--- config.mk ---
export PLATFORM = sky130hd
export DESIGN_NAME = acs_sequencer
export DESIGN_NICKNAME = d
export VERILOG_FILES = /design/src/inc/acs_pkg.sv /design/src/rtl/acs_sequencer.sv
export SDC_FILE = /design/constraint.sdc
export NUM_CORES = 1
export LEC_CHECK = 0
export ABC_AREA = 1
export BUFFER_PORTS_ARGS = -buffer_cell sky130_fd_sc_hd__buf_2
export CORE_AREA = 2 2 139 141
export DETAILED_ROUTE_END_ITERATION = 10
export DIE_AREA = 0 0 141 143
export GPL_TIMING_DRIVEN = 0
export PLACE_DENSITY_LB_ADDON = 0.1
export SLEW_MARGIN = 20
export SYNTH_ARGS = -nofsm -noshare
export SYNTH_HDL_FRONTEND = slang
export SYNTH_SLANG_ARGS = --single-unit
export TNS_END_PERCENT = 100
--- constraint.sdc ---
create_clock -name pclk -period 2.1 [get_ports pclk]
set_input_delay 0.21 -clock pclk [delete_from_list [all_inputs] [get_ports pclk]]
set_output_delay 0.21 -clock pclk [all_outputs]
set_load 0.02 [all_outputs]
--- src/inc/acs_pkg.sv ---
package acs_pkg;
    // ==========================================================
    // register map (byte addresses)
    localparam logic [7:0] ADDR_MODE   = 8'h00; // operation_mode_field
    localparam logic [7:0] ADDR_STATUS = 8'h04; // sequencer state
    localparam logic [7:0] ADDR_OFFSET = 8'h08; // offset calibration
    localparam logic [7:0] ADDR_FSCALE = 8'h0c; // full-scale calibration
    localparam logic [7:0] ADDR_CONV   = 8'h10; // conversion period
    localparam logic [7:0] ADDR_RESULT = 8'h14; // measured value input
    // ==========================================================
    // mode codes
    localparam logic [2:0] MODE_NORMAL = 3'h0;
    localparam logic [2:0] MODE_SELF   = 3'h1;
    localparam logic [2:0] MODE_SYSOFS = 3'h2;
    localparam logic [2:0] MODE_SYSFS  = 3'h3;
    localparam logic [2:0] MODE_PSEUDO = 3'h4;
    localparam logic [2:0] MODE_BGND   = 3'h5;
    // ==========================================================
    // counts and reset values
    localparam logic [2:0]  CAL_CONVS      = 3'h3; // conversions per cal
    localparam logic [2:0]  CAL_CONVS_SLV  = 3'h4; // slave offset cal
    localparam logic [2:0]  FILL_CONVS     = 3'h3; // filter-fill convs
    localparam logic [2:0]  SYS_FILL_CONVS = 3'h1; // after system cal
    localparam int          CLK_MHZ        = 100;
    localparam int          CONV_US_DEF    = 10;   // default period
    localparam logic [15:0] CONV_CYC_DEF   = 16'(CONV_US_DEF * CLK_MHZ);
    localparam logic [23:0] OFFSET_RST     = 24'h000000;
    localparam logic [23:0] FSCALE_RST     = 24'h800000;

    typedef enum logic [2:0] {
        ST_IDLE, ST_OFS, ST_GAIN, ST_FILL, ST_VALID
    } acs_state_e;

    typedef struct packed {
        logic        psel;
        logic        penable;
        logic        pwrite;
        logic [7:0]  paddr;
        logic [31:0] pwdata;
    } acs_apb_req_s;

    typedef struct packed {
        logic        pready;
        logic        pslverr;
        logic [31:0] prdata;
    } acs_apb_rsp_s;
endpackage

--- src/rtl/acs_sequencer.sv ---
`timescale 1ns/1ps
`default_nettype none
// Notes on behaviour
// - code 001 starts self-cal, ready held
// - self-cal shorts input, offset 3 or 4
// - then reference across capacitor, three conversions
// - self-cal end: mode 000, input reconnected
// - three fill conversions, then ready low
// - code 010: system offset, 3 or 4
// - system cal end: mode 000, one conversion
// - code 011: system full-scale, 3 or 4
// - code 100: offset on input, reference gain
// - pseudo end: mode 000, three fills, valid
// - code 101: background, first slave offset four
// - background loops offset, fill, gain, fill
// - background runs until host rewrites mode
// - background valid data at one seventh rate
// - results kept in offset, full-scale registers
// - host writes to calibration registers used
module acs_sequencer
    import acs_pkg::*;
(
    input  wire logic         pclk,
    input  wire logic         presetn,
    input  wire acs_apb_req_s apb_req,
    output acs_apb_rsp_s      apb_rsp,
    input  wire logic         slave_mode,
    input  wire logic [23:0]  conv_result,
    output logic              data_ready_n,
    output logic              cap_short,
    output logic              cap_reference,
    output logic              conv_tick,
    output logic [23:0]       offset_corr,
    output logic [23:0]       fscale_corr
);
    // ==========================================================
    // state
    typedef struct packed {
        acs_state_e  st;
        logic [2:0]  mode;
        logic [2:0]  pend_mode;
        logic        pend;
        logic [2:0]  cnt;
        logic        bg_gain_next;
        logic        bg_first;
        logic [15:0] period;
        logic [15:0] tick_cnt;
        logic [23:0] ofs;
        logic [23:0] fs;
        logic        rdy_n;
        logic        sh;
        logic        rf;
        logic        tick;
        logic        ready;
        logic [31:0] rdata;
    } acs_regs_s;

    acs_regs_s r;
    acs_regs_s next_r;
    logic      access;
    logic      wr;
    logic      boundary;

    function automatic logic [2:0] ofs_len(input logic slv, input logic f);
        ofs_len = (slv && f) ? CAL_CONVS_SLV : CAL_CONVS;
    endfunction

    assign access   = apb_req.psel && apb_req.penable && !r.ready;
    assign wr       = access && apb_req.pwrite;
    assign boundary = (r.tick_cnt == 16'h0000);

    // ==========================================================
    // next-state logic
    always_comb begin
        next_r       = r;
        next_r.tick  = boundary;
        next_r.ready = access;
        // conversion-period timer
        next_r.tick_cnt = boundary ? r.period - 16'h0001
                                   : r.tick_cnt - 16'h0001;
        // register writes
        if (wr) begin
            case (apb_req.paddr)
                ADDR_MODE: begin
                    next_r.pend_mode = apb_req.pwdata[2:0];
                    next_r.pend      = 1'b1;
                end
                ADDR_OFFSET: next_r.ofs = apb_req.pwdata[23:0];
                ADDR_FSCALE: next_r.fs  = apb_req.pwdata[23:0];
                ADDR_CONV: begin
                    if (apb_req.pwdata[15:0] != 16'h0000) begin
                        next_r.period = apb_req.pwdata[15:0];
                    end
                end
                default: ;
            endcase
        end
        // reads
        if (access && !apb_req.pwrite) begin
            case (apb_req.paddr)
                ADDR_MODE:   next_r.rdata = {29'h0, r.mode};
                ADDR_STATUS: next_r.rdata = {27'h0, r.rdy_n, 1'b0,
                                             3'(r.st)};
                ADDR_OFFSET: next_r.rdata = {8'h00, r.ofs};
                ADDR_FSCALE: next_r.rdata = {8'h00, r.fs};
                ADDR_CONV:   next_r.rdata = {16'h0000, r.period};
                ADDR_RESULT: next_r.rdata = {8'h00, conv_result};
                default:     next_r.rdata = 32'h00000000;
            endcase
        end
        // sequencer steps once per conversion
        if (boundary) begin
            next_r.cnt = r.cnt - 3'h1;
            if (r.pend) begin
                // new code acts at this boundary
                next_r.pend  = 1'b0;
                next_r.mode  = r.pend_mode;
                next_r.rdy_n = 1'b1;
                next_r.sh    = 1'b0;
                next_r.rf    = 1'b0;
                next_r.bg_first = 1'b1;
                next_r.bg_gain_next = 1'b0;
                case (r.pend_mode)
                    MODE_SELF, MODE_BGND: begin
                        next_r.st  = ST_OFS;
                        next_r.sh  = 1'b1;
                        next_r.cnt = ofs_len(slave_mode, 1'b1);
                    end
                    MODE_SYSOFS, MODE_SYSFS, MODE_PSEUDO: begin
                        next_r.st  = ST_OFS;
                        next_r.cnt = ofs_len(slave_mode, 1'b1);
                    end
                    default: begin
                        // unused codes behave as normal conversion
                        next_r.mode  = MODE_NORMAL;
                        next_r.st    = ST_IDLE;
                        next_r.rdy_n = 1'b0;
                    end
                endcase
            end else begin
                case (r.st)
                    ST_IDLE: next_r.rdy_n = 1'b0;
                    ST_OFS: begin
                        if (r.cnt == 3'h1) begin
                            // offset result captured (full-scale result in system full-scale mode)
                            if (r.mode == MODE_SYSFS) begin
                                next_r.fs = conv_result;
                            end else begin
                                next_r.ofs = conv_result;
                            end
                            next_r.bg_first = 1'b0;
                            next_r.sh       = 1'b0;
                            case (r.mode)
                                MODE_SELF, MODE_PSEUDO: begin
                                    next_r.st  = ST_GAIN;
                                    next_r.rf  = 1'b1;
                                    next_r.cnt = CAL_CONVS;
                                end
                                MODE_BGND: begin
                                    next_r.st  = ST_FILL;
                                    next_r.cnt = FILL_CONVS;
                                    next_r.bg_gain_next = 1'b1;
                                end
                                default: begin
                                    next_r.mode = MODE_NORMAL;
                                    next_r.st   = ST_FILL;
                                    next_r.cnt  = SYS_FILL_CONVS;
                                end
                            endcase
                        end
                    end
                    ST_GAIN: begin
                        if (r.cnt == 3'h1) begin
                            next_r.fs  = conv_result;
                            next_r.rf  = 1'b0;
                            next_r.st  = ST_FILL;
                            next_r.cnt = FILL_CONVS;
                            if (r.mode != MODE_BGND) begin
                                next_r.mode = MODE_NORMAL;
                            end else begin
                                next_r.bg_gain_next = 1'b0;
                            end
                        end
                    end
                    ST_FILL: begin
                        if (r.cnt == 3'h1) begin
                            next_r.rdy_n = 1'b0;
                            next_r.st = (r.mode == MODE_BGND) ? ST_VALID
                                                              : ST_IDLE;
                        end
                    end
                    ST_VALID: begin
                        // one valid conversion then next cal
                        next_r.rdy_n = 1'b1;
                        if (r.bg_gain_next) begin
                            next_r.st  = ST_GAIN;
                            next_r.rf  = 1'b1;
                            next_r.cnt = CAL_CONVS;
                        end else begin
                            next_r.st  = ST_OFS;
                            next_r.sh  = 1'b1;
                            next_r.cnt = ofs_len(slave_mode, 1'b0);
                        end
                    end
                    default: next_r.st = ST_IDLE;
                endcase
            end
        end
    end

    // ==========================================================
    // state register
    always_ff @(posedge pclk or negedge presetn) begin
        if (!presetn) begin
            r          <= '0;
            r.st       <= ST_IDLE;
            r.period   <= CONV_CYC_DEF;
            r.tick_cnt <= CONV_CYC_DEF;
            r.ofs      <= OFFSET_RST;
            r.fs       <= FSCALE_RST;
            r.rdy_n    <= 1'b1;
        end else begin
            r <= next_r;
        end
    end

    // ==========================================================
    // outputs
    assign apb_rsp.pready  = r.ready;
    assign apb_rsp.pslverr = 1'b0;
    assign apb_rsp.prdata  = r.rdata;
    assign data_ready_n    = r.rdy_n;
    assign cap_short       = r.sh;
    assign cap_reference   = r.rf;
    assign conv_tick       = r.tick;
    assign offset_corr     = r.ofs;
    assign fscale_corr     = r.fs;

    // ==========================================================
    // checks
    a_cap_exclusive: assert property (@(posedge pclk) disable iff (!presetn)
        !(cap_short && cap_reference))
        else $error("capacitor shorted and on reference together");
    a_ready_in_cal: assert property (@(posedge pclk) disable iff (!presetn)
        (r.st == ST_OFS || r.st == ST_GAIN) |-> data_ready_n)
        else $error("data ready low during calibration");
    a_mode_cleared: assert property (
        @(posedge pclk) disable iff (!presetn)
        (r.st == ST_IDLE && !r.pend && boundary) |=> r.mode == MODE_NORMAL)
        else $error("mode not cleared after calibration");
    a_bg_kept: assert property (
        @(posedge pclk) disable iff (!presetn)
        (r.mode == MODE_BGND && !wr && !r.pend) |=> r.mode == MODE_BGND)
        else $error("background mode dropped");
    a_late_act: assert property (@(posedge pclk) disable iff (!presetn)
        (r.pend && !boundary) |=> $stable(r.st))
        else $error("mode acted between boundaries");
    a_gain_ref: assert property (@(posedge pclk) disable iff (!presetn)
        (r.st == ST_GAIN) |-> cap_reference)
        else $error("gain cal without reference");
    a_valid_one: assert property (@(posedge pclk) disable iff (!presetn)
        (r.st == ST_VALID && boundary && !r.pend) |=> data_ready_n)
        else $error("valid slot longer than one conversion");
    a_cnt_len: assert property (@(posedge pclk) disable iff (!presetn)
        (r.st == ST_GAIN) |-> r.cnt <= CAL_CONVS)
        else $error("gain count too long");
endmodule
`default_nettype wire

* Yosys cells after proc, flatten, opt, wreduce, memory -nomap -nowiden *
Index checks and enable logic that the tools add are counted.

operators by class
  eq/ne operators = 31
  reduce and logical (&&, ||, !) cells = 29
  mux-type cells = 52
  add/sub/neg operators = 3

operators with widths
  cell                                                                  number
  24-bit 2-to-1 mux                                                     6
  48-bit 2-to-1 mux                                                     3
  24-bit case mux with 6 select lines                                   1
  51-bit 2-to-1 mux                                                     1
  24-bit case mux with 2 select lines                                   1
  16-bit by 1-bit subtractor with 16-bit output, second input constant  2
  3-bit != test, second input constant                                  10
  3-bit 2-to-1 mux                                                      8
  6-bit 2-to-1 mux                                                      4
  6-bit AND reduction                                                   3
  8-bit by 4-bit == test with 1-bit output, second input constant       2
  8-bit by 5-bit == test with 1-bit output, second input constant       2
  16-bit logical NOT                                                    1
  16-bit 2-to-1 mux                                                     1
  16-bit nonzero test                                                   1
  3-bit by 2-bit == test with 1-bit output, second input constant       5
  3-bit == test, second input constant                                  5
  3-bit case mux with 5 select lines                                    1
  1-bit 2-to-1 mux                                                      14
  3-bit by 1-bit == test with 1-bit output, second input constant       4
  5-bit 2-to-1 mux                                                      2
  3-bit case mux with 3 select lines                                    1
  3-bit AND reduction                                                   3
  8-bit by 3-bit == test with 1-bit output, second input constant       1
  other kinds (21)                                                      33

storage, ports and cells
  logic and storage cells = 132
  bits in registers = 132
  bits of input ports = 70
  output and inout bits = 86

* Longest topological paths before layout *
  word-level depth = 9
  depth in mapped cells = 12
  mapped depth without buffers = 12

* Worst setup path after synthesis *
No wires, ideal clock.

  kind = register to register
  from = register r[91] (netlist name)
  to = register r[97] (netlist name)
  path buffers = 0
  setup time = 0.117 ns
  required time = 1.983 ns
  clock period less this slack = 1.819 ns
  data arrival time = 1.703 ns
  cell stages (with the launch flop) = 13
  setup slack = 0.281 ns
  cell sequence = dfstp_2 nor2_1 nand2_1 nor2_4 nand2_4 nor2_1 nor2_1 ha_1 nand2_1 nor2_1 nand2_1 nand2_1 nand2_1

RTL lines
  what                    RTL line              source
  from (decl)             acs_sequencer.sv:58   acs_regs_s r;
  from (signal assigned)  acs_sequencer.sv:223  r <= next_r;

==> summary.txt <==
Outcome
  • Status: complete, no violations

Synthesis
  • Seq/Total Area, Yosys: 42.4%
  • Yosys reg bits: 123
  • Post-synthesis xor/xnor area fraction: 0.960%
  • Distinct cells, synth: 40
  • Area contributors post-synth: dfrtp_1 37%, nand2_1 9.9%, buf_4 8.6%
  • Simple-Gate Fraction of Synth Area: 22.7%
  • Largest family of logic cells by synthesized area: simple AND/OR/NAND/NOR gates
  • Avg Synthesized Cell Area: 7.59 sq um
  • Area leader, netlist: dfrtp_1
  • YS warnings: 0
  • Synth Instances: 962
  • Mux contribution to synthesized area: 0%
  • Complex-gate fraction of the synthesized area: 16.1%
  • Post-Syn Area: 0.00730 sq mm
  • Yosys top cell area share: 37.4%
  • Adder-Cell Fraction of Synth Area: 0.514%

CTS
  • TritonCTS clock tree: done
  • CTS buffer count: 17
  • CTS sink cnt: 123
  • Clk_lat worst skew: 0.42 ns
  • Root Driver: clkbuf_16
  • Bufs on Longest Clock Path: 2
  • H-tree Lvls: 4
  • Clk slew on worst S/H paths: 0.06 ns

Routing
  • Via/cell ratio: 4.94
  • # DRC: 0
  • Post-route ant nets: 0
  • DR iter-0 viols: 522
  • TritonRoute pass-1 iters: 5
  • Drt wl/cell: 16.4 um
  • Via count: 6807
  • Drt total wl: 22700 um

Floorplanning
  • Die height: 143 um
  • Core region area: 0.0186 sq mm
  • Num rows: 50
  • # IOs: 156
  • Die area: 0.0202 sq mm
  • Die width: 141 um
  • Starting Density: 39.3%

Place
  • Final RePlAce weighted congestion: 0.838
  • Final HPWL DP: 16900 um
  • Post-place instance area: 0.00835 sq mm
  • PortBufs: 138

Cells and area
  • Combined flip-flop and latch cell area: 0.00310 sq mm
  • Number of diodes: 0
  • Nets: 1204
  • Layout cells sized above 1: 28.5%
  • Final cell utilization of the core: 48.4%
  • Finished Cell Area: 0.00899 sq mm
  • Filler Cell Count: 1913
  • Area of the multi-input gates: 0.00301 sq mm
  • Area delta synth->final: 23.2%

Min path
  • Hold Crit Class: in -> reg
  • Worst Hold Depth: 3

STA
  • Pins Over Slew Limit: 0
  • Worst Tran Pin Value: 0.664 ns
  • Max Fclk: 507 MHz
  • Min Tclk post-route: 1.97 ns
  • Final worst-path cycle share: 94.0%
  • Slew HR: 55.7%
  • Setup-failing EPs final: 0
  • Setup Skew: 0.00829 ns
  • Fin. Hold Viols: 0

Global route
  • Initial antenna violation count: 0
  • Grt total ovfl: 0
  • Vias in the first global route: 6621
  • First-pass GRT wire length: 35800 um
  • Largest net degree at the start of global routing: 65
  • Total Routing Usage GR: 23.1%

Worst setup path
  • Worst EP arrival: 2.30 ns
  • Setup crit end kind: register
  • Critical path data required time: 2.43 ns
  • Critical path type: reg -> reg
  • Worst Setup Start Kind: register
  • Critical path fanouts, max: 10
  • FF-to-FF setup slack: 0.13 ns
  • Worst-case reg-to-reg path depth: 9

Pwr
  • Sw frac: 27.5%
  • Internal: 4.39 mW
  • Sequential Power Share: 42.4%
  • Total power divided by cell area: 674 mW/mm^2
  • Leakage: 4.63 nW
  • Share of total power in the clock network: 46.0%
  • Maximum VDD drop: 544 uV
  • Psw: 1.67 mW
  • Combinational group share of total power: 11.6%

Run
  • Max-Cap Viols: 0
-- sequential cells by signal, indices dropped and copies added, names as in the netlist --
signal         count
apb_rsp           25
cap_reference      1
cap_short          1
conv_tick          1
data_ready_n       1
fscale_corr       24
offset_corr       24
r                 46
-- power by group through the flow --
stage | Sequential [mW] | Combinational [mW] | Clock (mW)
finish | 2.57 | 0.703 | 2.79
global route | 2.59 | 0.779 | 2.92
CTS | 2.57 | 0.706 | 2.82
detailed placement | 2.61 | 0.702 | 0
global placement | 2.61 | 0.686 | 0
floorplan | 2.59 | 0.434 | 0
-- worst max-delay path: stages, from the launching register on --
cell,delay [ns]
dfstp_2,0.36
nor2_1,0.15
nand2_1,0.11
nor2_4,0.22
nand2_4,0.15
inv_2,0.11
buf_4,0.19
nand3_2,0.19
buf_6,0.21
o22ai_1,0.18
-- placed cells by master (no fill, tap or decap), types with 4 or more instances in the layout --
cell type / count
nand3_1: 55
clkinv_2: 6
dfrtp_1: 109
o22ai_1: 28
clkbuf_1: 15
conb_1: 9
clkbuf_16: 17
nor4_1: 5
inv_2: 9
buf_6: 5
o211ai_1: 22
a31oi_1: 5
nand2_2: 4
o21ai_0: 118
nand4_1: 6
a21oi_1: 25
nor2_1: 82
inv_1: 115
o21ai_1: 9
nor3_1: 5
dfstp_2: 14
nor2_4: 4
buf_2: 145
nor3_4: 4
nand2_1: 191
buf_4: 86
nand3_2: 4
xor2_1: 5
-- per-stage QoR --
step	hold WS, ns	setup TNS, ns	power (mW)	setup WS [ns]	instances
final	0.0495	0	6.06	0.127	1378
after detailed placement	0.184	-0.194	3.31	-0.0484	1343
after global placement	0.464	-104.95	3.29	-0.948	1342
after CTS	0.0340	0	6.10	0.0295	1376
after global routing	0.0511	-0.00279	6.28	-0.00279	1378
after floorplan	-0.0856	0	3.02	0.281	970
-- timing repair --
item | 4_1_cts | 5_1_grt
endpoints found under the setup margin | 6 | 49
hold endpoints to repair | 52 | 0
pin swaps | 0 | 2
setup buffers | 0 | 2
gates resized for setup | 3 | 22
hold buffers | 1 | 0
-- cells by family (layout without fill, tap and decap cells) --
group                      after synthesis  in the layout
and+or+nand+nor                        373            373
buffers and inverters                  242            416
AOI/OAI and AO/OA                      212            212
DFF                                    123            123
xor gates and xnor gates                 8              8
adders and majority gates                3              3
other                                    1              9
-- path summary, 6_finish.rpt --
kind | from | endpoint
setup / recovery | r[94]$_DFF_PN1_ | fscale_corr[20]$_DFF_PN0_
hold / removal | apb_req[5] | r[106]$_DFFE_PN1P_
setup reg to reg | r[94]$_DFF_PN1_ | fscale_corr[20]$_DFF_PN0_
hold reg to reg | apb_rsp[33]$_DFF_PN0_ | apb_rsp[33]$_DFF_PN0_
max in group asynchronous | presetn | r[94]$_DFF_PN1_
min in group asynchronous | presetn | apb_rsp[17]$_DFFE_PN0P_
-- per-layer routing --
layer	part of all wire (%)	up-vias	track usage (%)
li1	-	3394	-
met1	47	3150	31.7
met2	46	236	37.1
met3	5.6	27	4.49
met4	1.4	0	6.79
met5	0	-	0
-- final cells by class --
| type | count | share of cell area, % |
|---|---|---|
| tap | 234 | 3.26 |
| sequential | 123 | 34.4 |
| inverter | 124 | 5.18 |
| multi-input combinational | 605 | 33.5 |
| clock inverter | 15 | 1.41 |
| buffer | 118 | 9.13 |
| timing repair buffer | 142 | 8.38 |
| clock buffer | 17 | 4.73 |
-- Yosys cell counts --
master    number
a31o_2         1
or2_2          1
nand2_1      193
nand4_1        6
nor4_1         5
nand2_2        2
buf_2         12
a21oi_1       25
inv_1        116
inv_2          8
xor2_1         5
dfstp_2       14
o211ai_1      22
nand4_2        1
o221ai_1       2
a21boi_0       1
nand3_1       55
xnor2_1        3
buf_1          1
and2_1         1
nand3_2        4
conb_1         1
nand3b_1       3
nand2_4        1
dfrtp_1      109
nor2_1        84
nor2_4         3
buf_4         84
nor3_4         3
nor2_2         2
buf_6          3
o21ai_0      118
clkbuf_1      18
ha_1           3
nor3_1         5
o21ai_1        9
a31oi_1        5
nor3_2         4
o31ai_1        1
o22ai_1       28
Note: power is estimated with default switching activity, not from simulation.
